[config.mk]
export PLATFORM = sky130hd
export DESIGN_NAME = bcss_top
export DESIGN_NICKNAME = d
export VERILOG_FILES = /design/src/bcss_button_reset.v /design/src/bcss_top.v
export VERILOG_INCLUDE_DIRS = /design/src /design/src/src
export SDC_FILE = /design/constraint.sdc
export NUM_CORES = 1
export LEC_CHECK = 0
export BUFFER_PORTS_ARGS = -buffer_cell sky130_fd_sc_hd__buf_4
export CORE_MARGIN = 2
export CORE_UTILIZATION = 55
export DETAILED_ROUTE_END_ITERATION = 16
export GPL_TIMING_DRIVEN = 0
export PLACE_DENSITY = 0.78
export SYNTH_ARGS = -nofsm -noshare
export SYNTH_HDL_FRONTEND = slang
export SYNTH_SLANG_ARGS = --single-unit
[constraint.sdc]
create_clock -name MCLK -period 3.85 [get_ports MCLK]
set_clock_uncertainty 0.15 [all_clocks]
set_input_delay 0.5775 -clock MCLK [delete_from_list [all_inputs] [get_ports MCLK]]
set_output_delay 0.5775 -clock MCLK [all_outputs]
set_load 0.005 [all_outputs]
[src/bcss_defs.vh]
`ifndef BCSS_DEFS_VH
`define BCSS_DEFS_VH

// Clock and times
`define BCSS_CLK_MHZ           250
`define BCSS_RST_PULSE_MS      200
`define BCSS_HOLD_MS           2000
`define BCSS_BLINK_MS          250
`define BCSS_RST_PULSE_CYC     (`BCSS_RST_PULSE_MS * 1000 * `BCSS_CLK_MHZ)
`define BCSS_HOLD_CYC          (`BCSS_HOLD_MS * 1000 * `BCSS_CLK_MHZ)
`define BCSS_BLINK_CYC         (`BCSS_BLINK_MS * 1000 * `BCSS_CLK_MHZ)

// Register byte addresses
`define BCSS_REG_CTRL          12'h000
`define BCSS_REG_STATUS        12'h004
`define BCSS_REG_CARD          12'h008
`define BCSS_REG_LAMPS         12'h00c

// Control fields
`define BCSS_CTRL_START        0
`define BCSS_CTRL_STUFF_WAIT   1
`define BCSS_CTRL_XCVR_EN      2
`define BCSS_CTRL_PROG         3

// Card register fields
`define BCSS_CARD_CHECKED      0
`define BCSS_CARD_FORMAT_OK    1
`define BCSS_CARD_MAIN_FILE    2

// Mode switch value for fast passive parallel
`define BCSS_MODE_FPP          2'h1

// Progress codes on the three low processor lamps
`define BCSS_PROG_F            3'h1
`define BCSS_PROG_A            3'h2
`define BCSS_PROG_E            3'h3
`define BCSS_PROG_B            3'h4
`define BCSS_PROG_D            3'h5

// AXI responses
`define BCSS_RESP_OKAY         2'h0
`define BCSS_RESP_SLVERR       2'h2

`endif

[src/bcss_button_reset.v]
`timescale 1ns/1ns
`include "bcss_defs.vh"

module bcss_button_reset #(
    parameter PULSE_CYC = `BCSS_RST_PULSE_CYC,
    parameter HOLD_CYC  = `BCSS_HOLD_CYC
) (
    input  wire clk,        // Board clock
    input  wire rst_n,      // Synchronous reset, active low
    input  wire button,     // Reset button, high while pressed
    input  wire undervolt,  // Any rail below threshold
    output wire reset_n     // Board reset line, active low
);
    reg [31:0] pulse_q;
    reg [31:0] hold_q;
    reg        held_q;

    always @(posedge clk) begin
        if (!rst_n) begin
            pulse_q <= 32'h0;
            hold_q  <= 32'h0;
            held_q  <= 1'b0;
        end else begin
            if (button) begin
                if (hold_q != HOLD_CYC[31:0] - 32'h1)
                    hold_q <= hold_q + 32'h1;
                else
                    held_q <= 1'b1;
            end else begin
                hold_q <= 32'h0;
                held_q <= 1'b0;
            end
            if (button && hold_q == 32'h0)
                pulse_q <= PULSE_CYC[31:0];
            else if (pulse_q != 32'h0)
                pulse_q <= pulse_q - 32'h1;
        end
    end

    assign reset_n = !(pulse_q != 32'h0 || held_q || undervolt);
endmodule

[src/bcss_top.v]
`timescale 1ns/1ns
`include "bcss_defs.vh"

module bcss_top #(
    parameter PULSE_CYC = `BCSS_RST_PULSE_CYC,
    parameter HOLD_CYC  = `BCSS_HOLD_CYC,
    parameter BLINK_CYC = `BCSS_BLINK_CYC
) (
    input  wire        MCLK,                     // 250 MHz board clock
    input  wire        RESETN,                   // Power-up reset, active low
    input  wire        RESET_BUTTON,             // Button pressed, high
    input  wire        UNDERVOLT,                // Rail undervoltage, high
    input  wire [1:0]  CONFIG_MODE_SWITCHES,     // Loading mode switches
    input  wire        CARD_PRESENT,             // Card in socket
    input  wire        PLL_A_LOCK,               // First synthesizer locked
    input  wire        PLL_B_LOCK,               // Second synthesizer locked
    input  wire        FPGA_DONE,                // Target reports configured
    input  wire        HOST_RESET_N,             // Host bus reset, active low
    output reg         BOARD_RESET_LINE_N,       // Board reset line, active low
    output reg         PROC_RESET_N,             // Processor reset, active low
    output reg         FPGA_CLEAR_N,             // Clears FPGA config, active low
    output reg  [2:0]  FPGA_SELECT,              // FPGA being loaded, progress code
    output reg         FPGA_LOAD,                // Load strobe level to target
    output reg         XCVR_ENABLE,              // Serial transceiver enable
    output reg         MAIN_MENU,                // Main menu shown
    output reg         PROC_LAMP_CFG_DONE,       // Highest processor lamp
    output reg  [2:0]  PROC_LAMP_PROGRESS,       // Three low processor lamps
    output reg         CPLD_LAMP_UNCONFIGURED,   // Highest support lamp
    output reg         CPLD_LAMP_RESET_ACTIVE,   // Second-highest support lamp
    output reg         CPLD_LAMP_PLL_A_LOCK,     // Second-lowest support lamp
    output reg         CPLD_LAMP_PLL_B_LOCK,     // Lowest support lamp
    input  wire [11:0] AWADDR,                   // AXI write address
    input  wire        AWVALID,                  // AXI
    output wire        AWREADY,                  // AXI
    input  wire [31:0] WDATA,                    // AXI write data
    input  wire [3:0]  WSTRB,                    // AXI byte strobes
    input  wire        WVALID,                   // AXI
    output wire        WREADY,                   // AXI
    output reg  [1:0]  BRESP,                    // AXI write response
    output reg         BVALID,                   // AXI
    input  wire        BREADY,                   // AXI
    input  wire [11:0] ARADDR,                   // AXI read address
    input  wire        ARVALID,                  // AXI
    output wire        ARREADY,                  // AXI
    output reg  [31:0] RDATA,                    // AXI read data
    output reg  [1:0]  RRESP,                    // AXI read response
    output reg         RVALID,                   // AXI
    input  wire        RREADY                    // AXI
);
    localparam S_IDLE  = 3'h0;
    localparam S_CLEAR = 3'h1;
    localparam S_CHECK = 3'h2;
    localparam S_LOAD  = 3'h3;
    localparam S_WAIT  = 3'h4;
    localparam S_MENU  = 3'h5;

    wire       btn_rst_n;
    reg  [2:0] state_q;
    reg  [2:0] idx_q;
    reg        cfg_ok_q;
    reg        start_q;
    reg        stuff_wait_q;
    reg        xcvr_en_q;
    reg        prog_q;
    reg  [2:0] card_q;
    reg        done_q;
    reg        blink_q;
    reg [31:0] blink_cnt_q;
    reg        aw_hold_q;
    reg        w_hold_q;
    reg [11:0] awaddr_q;
    reg [31:0] wdata_q;
    reg  [3:0] wstrb_q;

    wire board_rst_n = btn_rst_n & RESETN;

    function [2:0] prog_code;
        input [2:0] idx;
        begin
            case (idx)
                3'h0:    prog_code = `BCSS_PROG_F;
                3'h1:    prog_code = `BCSS_PROG_A;
                3'h2:    prog_code = `BCSS_PROG_E;
                3'h3:    prog_code = `BCSS_PROG_B;
                default: prog_code = `BCSS_PROG_D;
            endcase
        end
    endfunction

    function card_valid;
        input [2:0] card;
        begin
            card_valid = card[`BCSS_CARD_CHECKED] & card[`BCSS_CARD_FORMAT_OK]
                       & card[`BCSS_CARD_MAIN_FILE];
        end
    endfunction

    bcss_button_reset #(
        .PULSE_CYC (PULSE_CYC),
        .HOLD_CYC  (HOLD_CYC)
    ) u_btn (
        .clk       (MCLK),
        .rst_n     (RESETN),
        .button    (RESET_BUTTON),
        .undervolt (UNDERVOLT),
        .reset_n   (btn_rst_n)
    );

    // Power-up and button reset both enter the same sequence
    always @(posedge MCLK) begin
        if (!board_rst_n) begin
            state_q      <= S_CLEAR;
            idx_q        <= 3'h0;
            cfg_ok_q     <= 1'b0;
            FPGA_CLEAR_N <= 1'b0;
            FPGA_LOAD    <= 1'b0;
            FPGA_SELECT  <= 3'h0;
            MAIN_MENU    <= 1'b0;
        end else begin
            case (state_q)
                S_CLEAR: begin
                    FPGA_CLEAR_N <= 1'b1;
                    state_q      <= S_CHECK;
                end
                S_CHECK: begin
                    if (!CARD_PRESENT || (card_q[`BCSS_CARD_CHECKED]
                                          && !card_valid(card_q))) begin
                        state_q <= S_MENU;
                    end else if (card_valid(card_q)) begin
                        if (CONFIG_MODE_SWITCHES == `BCSS_MODE_FPP) begin
                            state_q     <= S_LOAD;
                            FPGA_SELECT <= prog_code(3'h0);
                        end else begin
                            state_q <= S_MENU;
                        end
                    end
                end
                S_LOAD: begin
                    FPGA_LOAD <= 1'b1;
                    state_q   <= S_WAIT;
                end
                S_WAIT: begin
                    FPGA_LOAD <= 1'b0;
                    if (FPGA_DONE && !FPGA_LOAD) begin  // Done may still be the last FPGA's
                        if (idx_q == 3'h4) begin
                            cfg_ok_q <= 1'b1;
                            state_q  <= S_MENU;
                        end else begin
                            idx_q       <= idx_q + 3'h1;
                            FPGA_SELECT <= prog_code(idx_q + 3'h1);
                            state_q     <= S_LOAD;
                        end
                    end
                end
                S_MENU: begin
                    MAIN_MENU <= 1'b1;
                    if (start_q) begin
                        state_q      <= S_CLEAR;
                        FPGA_CLEAR_N <= 1'b0;
                        MAIN_MENU    <= 1'b0;
                        idx_q        <= 3'h0;
                        cfg_ok_q     <= 1'b0;
                    end
                end
                default: state_q <= S_CLEAR;
            endcase
        end
    end

    always @(posedge MCLK) begin
        if (!board_rst_n) begin
            blink_cnt_q <= 32'h0;
            blink_q     <= 1'b0;
            done_q      <= 1'b0;
        end else begin
            done_q <= FPGA_DONE;
            if (blink_cnt_q == BLINK_CYC[31:0] - 32'h1) begin
                blink_cnt_q <= 32'h0;
                blink_q     <= !blink_q;
            end else begin
                blink_cnt_q <= blink_cnt_q + 32'h1;
            end
        end
    end

    // Lamps held in registers, cleared by board reset except the reset and unconfigured lamps, which board reset lights
    always @(posedge MCLK) begin
        if (!board_rst_n) begin
            PROC_LAMP_CFG_DONE     <= 1'b0;
            PROC_LAMP_PROGRESS     <= 3'h0;
            CPLD_LAMP_UNCONFIGURED <= 1'b1;
            CPLD_LAMP_RESET_ACTIVE <= 1'b1;
            CPLD_LAMP_PLL_A_LOCK   <= 1'b0;
            CPLD_LAMP_PLL_B_LOCK   <= 1'b0;
        end else begin
            PROC_LAMP_CFG_DONE     <= cfg_ok_q;
            if (state_q == S_LOAD || state_q == S_WAIT)
                PROC_LAMP_PROGRESS <= FPGA_SELECT;
            else if (stuff_wait_q || (!card_valid(card_q) && done_q))
                PROC_LAMP_PROGRESS <= {3{blink_q}};
            else
                PROC_LAMP_PROGRESS <= 3'h0;
            CPLD_LAMP_UNCONFIGURED <= !done_q;
            CPLD_LAMP_RESET_ACTIVE <= 1'b0;
            CPLD_LAMP_PLL_A_LOCK   <= PLL_A_LOCK;
            CPLD_LAMP_PLL_B_LOCK   <= PLL_B_LOCK;
        end
    end

    always @(posedge MCLK) begin
        if (!RESETN) begin
            BOARD_RESET_LINE_N <= 1'b0;
            PROC_RESET_N       <= 1'b0;
            XCVR_ENABLE        <= 1'b0;
        end else begin
            BOARD_RESET_LINE_N <= btn_rst_n;
            PROC_RESET_N       <= btn_rst_n;
            XCVR_ENABLE        <= xcvr_en_q && !prog_q;
        end
    end

    // AXI4-Lite slave
    wire have_aw = aw_hold_q | AWVALID;
    wire have_w  = w_hold_q | WVALID;
    wire [11:0] wa = aw_hold_q ? awaddr_q : AWADDR;
    wire [31:0] wd = w_hold_q ? wdata_q : WDATA;
    wire [3:0]  ws = w_hold_q ? wstrb_q : WSTRB;
    wire do_wr = have_aw && have_w && !BVALID;

    assign AWREADY = !aw_hold_q && !BVALID;
    assign WREADY  = !w_hold_q && !BVALID;
    assign ARREADY = !RVALID;

    always @(posedge MCLK) begin
        if (!RESETN) begin
            aw_hold_q    <= 1'b0;
            w_hold_q     <= 1'b0;
            awaddr_q     <= 12'h0;
            wdata_q      <= 32'h0;
            wstrb_q      <= 4'h0;
            BVALID       <= 1'b0;
            BRESP        <= `BCSS_RESP_OKAY;
            RVALID       <= 1'b0;
            RRESP        <= `BCSS_RESP_OKAY;
            RDATA        <= 32'h0;
            start_q      <= 1'b0;
            stuff_wait_q <= 1'b0;
            xcvr_en_q    <= 1'b0;
            prog_q       <= 1'b0;
            card_q       <= 3'h0;
        end else begin
            start_q <= 1'b0;
            if (!CARD_PRESENT)
                card_q <= 3'h0;
            if (do_wr) begin
                aw_hold_q <= 1'b0;
                w_hold_q  <= 1'b0;
                BVALID    <= 1'b1;
                BRESP     <= `BCSS_RESP_OKAY;
                if (wa == `BCSS_REG_CTRL && ws[0]) begin
                    start_q      <= wd[`BCSS_CTRL_START];
                    stuff_wait_q <= wd[`BCSS_CTRL_STUFF_WAIT];
                    xcvr_en_q    <= wd[`BCSS_CTRL_XCVR_EN];
                    prog_q       <= wd[`BCSS_CTRL_PROG];
                end else if (wa == `BCSS_REG_CARD && ws[0]) begin
                    if (CARD_PRESENT)
                        card_q <= wd[2:0];
                end else if (wa != `BCSS_REG_CTRL && wa != `BCSS_REG_CARD) begin
                    BRESP <= `BCSS_RESP_SLVERR;
                end
            end else begin
                if (AWVALID && AWREADY) begin
                    aw_hold_q <= 1'b1;
                    awaddr_q  <= AWADDR;
                end
                if (WVALID && WREADY) begin
                    w_hold_q <= 1'b1;
                    wdata_q  <= WDATA;
                    wstrb_q  <= WSTRB;
                end
            end
            if (BVALID && BREADY)
                BVALID <= 1'b0;
            if (ARVALID && ARREADY) begin
                RVALID <= 1'b1;
                RRESP  <= `BCSS_RESP_OKAY;
                case (ARADDR)
                    `BCSS_REG_CTRL:   RDATA <= {28'h0, prog_q, xcvr_en_q, stuff_wait_q, 1'b0};
                    `BCSS_REG_STATUS: RDATA <= {22'h0, !HOST_RESET_N, done_q, MAIN_MENU,
                                                cfg_ok_q, idx_q, state_q};
                    `BCSS_REG_CARD:   RDATA <= {28'h0, CARD_PRESENT, card_q};
                    `BCSS_REG_LAMPS:  RDATA <= {24'h0, CPLD_LAMP_PLL_B_LOCK,
                                                CPLD_LAMP_PLL_A_LOCK,
                                                CPLD_LAMP_RESET_ACTIVE,
                                                CPLD_LAMP_UNCONFIGURED,
                                                PROC_LAMP_PROGRESS, PROC_LAMP_CFG_DONE};
                    default: begin
                        RDATA <= 32'h0;
                        RRESP <= `BCSS_RESP_SLVERR;
                    end
                endcase
            end else if (RVALID && RREADY) begin
                RVALID <= 1'b0;
            end
        end
    end
endmodule

=== Yosys cells after proc, flatten, opt, wreduce, memory -nomap -nowiden ===
Index checks and enable logic that the tools add are counted.

* Register bits after elaboration: 186
* Output and inout port bits: 58
* Word-level logic and storage cells: 180

* Add/sub/neg operators: 4
* Equality and inequality tests: 25
* Multiplexer cells: 45
* Bitwise logic cells: 8
* Reduce and logical (&&, ||, !) cells: 61

{| class="wikitable"
|+ Operators with widths
! cell !! count
|-
| adder 32 x 1 -> 32 bit, second input constant || 2
|-
| 2-to-1 mux 3 bit || 21
|-
| 2-to-1 mux 26 bit || 2
|-
| one-hot mux 10 bit (4 select lines) || 1
|-
| equality test 12 x 4 -> 1 bit, second input constant || 3
|-
| equality test 32 x 26 -> 1 bit, second input constant || 1
|-
| logical NOT 32 bit || 1
|-
| inequality test 32 x 29 -> 1 bit, second input constant || 1
|-
| nonzero test 32 bit || 1
|-
| subtractor 32 x 1 -> 32 bit, second input constant || 1
|-
| logical NOT 12 bit || 2
|-
| logical AND 1 bit || 17
|-
| one-hot mux 3 bit (5 select lines) || 1
|-
| inequality test 2 bit, second input constant || 7
|-
| equality test 12 x 3 -> 1 bit, second input constant || 1
|-
| equality test 3 x 2 -> 1 bit, second input constant || 4
|-
| logical NOT 1 bit || 12
|-
| 2-to-1 mux 12 bit || 1
|-
| inequality test 12 x 4 -> 1 bit, second input constant || 1
|-
| one-hot mux 3 bit (2 select lines) || 2
|-
| one-hot mux 3 bit (4 select lines) || 1
|-
| nonzero test 12 bit || 1
|-
| nonzero test 2 bit || 6
|-
| AND reduction 2 bit || 5
|-
| other kinds (19) || 48
|}

=== Longest topological paths before layout ===
* Word-level depth: 7
* Mapped depth: 10

=== Modules after synthesis ===
From an unflattened synthesis, not the netlist that was laid out.

* Cells, all modules: 896
* Area total of the unflattened synthesis: 7790.0 µm²

{| class="wikitable"
|+ By module, submodules not included
! module !! instances !! cells an instance !! area each (µm²) !! seq. area each (µm²)
|-
| bcss_top || 1 || 512 || 4561.9 || 1941.9
|-
| bcss_button_reset || 1 || 384 || 3228.1 || 1301.2
|}

=== Least setup slack after synthesis ===
No wires, ideal clock.

* Path type: register to register
* Start point: register u_btn.pulse_q[5]
* End point: register u_btn.pulse_q[26]
* Arrival: 2.501 ns
* Setup slack: 1.140 ns
* Cell stages (with the launch flop): 8
* Period minus slack after synthesis: 2.710 ns
* Cell sequence: dfxtp_1 or4_4 buf_6 or3_4 buf_6 or4b_4 or4_1 nand2_1

* Cells in the longest elaborated chain, start to end: 1
* Elaborated cells between the ends (all ways): 2

{| class="wikitable"
|+ Ends and longest elaborated chain
! element !! RTL line !! RTL
|-
| from (decl) || bcss_button_reset.v:14 || <nowiki>reg [31:0] pulse_q;</nowiki>
|-
| from (signal assigned) || bcss_button_reset.v:34 || <nowiki>pulse_q <= PULSE_CYC[31:0];</nowiki>
|-
| from (signal assigned) || bcss_button_reset.v:36 || <nowiki>pulse_q <= pulse_q - 32'h1;</nowiki>
|-
| subtractor 32 x 1 -> 32 bit / nonzero test 32 bit (equally long branches) || bcss_button_reset.v:36, bcss_button_reset.v:35 ||
|}

Parallel ways exist; a longest one is shown, timed or not.
A chain may end at the register's enable or synchronous reset.

=== Final worst setup path ===
* Start point: register u_btn.pulse_q[0]
* End point: register PROC_LAMP_PROGRESS[1]

* Cells in the longest elaborated chain, start to end: 5

{| class="wikitable"
|+ Ends and longest elaborated chain
! element !! RTL line !! RTL
|-
| nonzero test 32 bit || bcss_button_reset.v:40 || <nowiki>assign reset_n = !(pulse_q != 32'h0 || held_q || undervolt);</nowiki>
|-
| logical OR 1 bit (2 in a row) || bcss_button_reset.v:40 ||
|-
| logical NOT 1 bit || bcss_button_reset.v:40 ||
|-
| bitwise AND 1 bit || bcss_top.v:75 || <nowiki>wire board_rst_n = btn_rst_n & RESETN;</nowiki>
|-
| to (signal assigned) || bcss_top.v:200 || <nowiki>PROC_LAMP_PROGRESS <= {3{blink_q}};</nowiki>
|-
| to (decl) || bcss_top.v:27 || <nowiki>output reg [2:0] PROC_LAMP_PROGRESS,</nowiki>
|}

Every way passes these cells.

==> metrics.md <==
| Metric | Value |
|---|---|
| Nets | around 1100 |
| Top-area cell type share of the netlist area | about two fifths |
| Critical-path maximum fanout | 10 |
| # port buffers | between 70 and 80 |
| Clock Latency Late Sink | ~0.43 ns |
| Slew Limit Fails | 0 |
| Status | finished, final reports clean |
| Detail Route Antenna Nets | 0 |
| Startpoint class of the critical path | flop |
| Top post-synthesis cells by area | dfxtp_1 (42%), nor2_1 (6.6%), xor2_1 (4.9%), mux2i_1 (3.7%), a21oi_1 (3.2%) |
| Post-CTS setup buffer count | 0 |
| DR iter-0 viols | a little over 500 |
| Fmax | ~320 MHz |
| DPL Wire Length | approximately 13000 um |
| DR pass1 iterations | 5 |
| Slew margin rel. | 27.7% |
| H-tree depth | 4 |
| RSZ-0062 raised after global routing | no |
| Setup TNS | 0 ns |
| GRT Residual Overflow | 0 |
| Reg2Reg Setup Slack | a little under 0.7 ns |
| Row cnt | 43 |
| Placer Congestion | approximately 0.9 |
| CTS tree | yes |
| Average via count per standard cell | around 5.6 |
| Placed inst area | between 8000 and 9000 um2 |
| Total track usage | 23.8% |
| Hold_buf cts | 0 |
| Layout cells sized above 1 | approximately 17% |
| Clk slew on worst S/H paths | ~0.070 ns |
| Synth unique cells | 68 |
| CTS-repair resized insts | 0 |
| Final period utilization | about 82% |
| Max cap viols | 0 |
| Pwr Density | around 430 nW/um2 |
| Initial antenna violation count | 0 |
| Vias in the first global route | roughly 6000 |
| Seq cells post-synth | between 150 and 200 |
| Max clock buf depth | 2 |
| Tmin final | ~3.2 ns |
| Dominant synthesized flop cell | dfxtp_1 |
| Height of the chip | around 120 um |
| Mean Syn Cell Area | a little under 9 um2 |
| Clock sink total | 162 |
| Post-layout power | 4.00 mW |
| Wire length of the first global-routing pass | 28500 um |
| Worst-margin pin slew | about 1.1 ns |
| DRT Wirelength | 17600 um |
| Seq/Total Area, Yosys | 41.8% |
| Tightest Hold Check Type | input pin to flop |
| Diode count | 0 |
| Final Setup Violations | 0 |
| Root buffer cell | clkbuf_16 |
| Vias | 6800 |
| Gate Count Post-Synth | approximately 900 |
| Area delta synth->final | 19.5% |
| Nature of the critical path endpoint | flop |
| Post-synth ARST share | 0% |
| Pin count of the biggest net entering global routing | 17 |
| Post-synth EDFFs | 0 |
| CP arrival | 3.37 ns |
| Post-DR wirelength/cell | 14.5 um |
| Die area | roughly 15000 um2 |
| Cell area after synthesis | ~7800 um2 |
| Lkg Pwr | around 3.6 nW |
| Drt drc | 0 |
| Die W | between 100 and 150 um |
| CTS buffer count | 17 |
| Yosys top cell by area | dfxtp_1 |
| Fin area | 9260 um2 |
| Req. time, crit path | just over 4 ns |
| Warnings, synthesis | 0 |
| Peak supply drop | about 0.00023 V |
| Initial core utilization | 56.1% |
| Crit path kind | flop to flop |
| Fin. Hold Viols | 0 |
| # IOs | roughly 130 |
| Placeable Area | 13800 um2 |
==> cell families after synthesis <==
kind of cell | after synthesis | synth area share (%)
flip-flops | 162 | 41.8
multiplexers | 37 | 5.34
AND/OR/NAND/NOR | 415 | 28.4
XOR/XNOR | 62 | 7.01
buffers and inverters | 80 | 5.31
adder cells (fa/ha/maj) | 10 | 1.61
other | 1 | 0.0484
AO/OA/AOI/OAI | 130 | 10.4
==> metal layers <==
metal / GRT usage [%] / routed length, um / vias up
li1: - / - / 3423
met2: 39.1 / 8240 / 178
met4: 8.48 / 301 / 0
met3: 4.28 / 981 / 26
met1: 31.2 / 8070 / 3173
met5: 0 / 0 / -
==> report_power, final <==
part           leakage [nW]  internal [mW]  switching, mW
Combinational          2.01          0.227          0.273
Clock                 0.286           1.02          0.702
Sequential             1.31           1.73         0.0459
==> state kept, by name, indices dropped and copies added, names as in the netlist, 3 cells and up <==
signal              count
RDATA                  10
blink_cnt_q            32
idx_q                   3
card_q                  3
state_q                 3
awaddr_q               12
PROC_LAMP_PROGRESS      3
FPGA_SELECT             3
u_btn.hold_q           32
wdata_q                 4
u_btn.pulse_q          32
==> through the flow <==
step / hold slack [ns] / util, % / std cells / setup slack [ns]
6_report: 0.191 / 67.0 / 1210 / 0.691
5_1_grt: 0.197 / 67.0 / 1210 / 0.401
4_1_cts: 0.184 / 67.0 / 1210 / 0.698
3_5_place_dp: 0.257 / 62.6 / 1178 / 0.733
3_3_place_gp: 0.255 / 62.5 / 1178 / 0.707
2_1_floorplan: 0.221 / - / 920 / 1.14
==> layout by cell type, fill, tap and decap left out, types with 5 or more instances in the layout <==
cell       instances
a21oi_1           49
mux2_2             5
buf_4            103
or3_1             17
or2_2              7
dfxtp_1          162
o211ai_1           6
nand2b_1           7
xor2_1            43
and4_1             5
clkbuf_16         17
o31ai_1           10
nor4_1            11
nor2_1           136
inv_1             17
conb_1            24
and3_1            18
ha_1              10
nor4b_1            6
xnor2_1           19
nand3_1           34
mux2i_1           29
a31oi_1           17
nand2_1           55
or4_1             19
and2_1            10
o21ai_0           21
clkbuf_1          28
nand4_1           36
nor3_1            18
==> synth_stat cells (all sizes together) (4+ instances only) <==
cell	instances
and2	10
o211ai	6
inv	19
nand3b	4
o31ai	10
a211oi	4
nand3	34
or4	21
buf	33
nor2b	4
nand4	36
nand2	55
and4	5
and3	18
or2	7
nor2	136
or3	22
nor4b	6
clkbuf	28
nor4	14
o21ai	21
a21oi	49
ha	10
nand2b	7
dfxtp	162
nor3	18
mux2i	29
mux2	5
xor2	43
o311ai	4
a31oi	17
or3b	4
xnor2	19
==> final cells by class <==
type                            count  area (um2)
Fill cell                        1165        4560
Clock buffer                       17         425
Inverter                           19        71.3
Clock inverter                     15         183
Tap cell                          180         225
Multi-Input combinational cell    678        4190
Sequential cell                   162        3240
Timing Repair Buffer               78         586
Buffer                             61         340
==> path summary, 6_finish.rpt <==
| kind | start | to | cells past startpoint |
|---|---|---|---|
| worst max register to register | u_btn.pulse_q[0] | PROC_LAMP_PROGRESS[1] | 10 |
| worst min-delay path | RREADY | RVALID | 2 |
| worst min register to register | done_q | CPLD_LAMP_UNCONFIGURED | 1 |
| worst max-delay path | u_btn.pulse_q[0] | PROC_LAMP_PROGRESS[1] | 10 |
==> worst max-delay path, stage by stage, from the launching register on <==
cell,delay [ns]
dfxtp_1,0.34
inv_1,0.13
ha_1,0.18
nor3b_1,0.32
nand4_1,0.39
nor4_4,0.63
and3_1,0.23
buf_2,0.22
inv_2,0.13
buf_2,0.21
a21oi_1,0.16
Power figures use the tool's default switching activity.
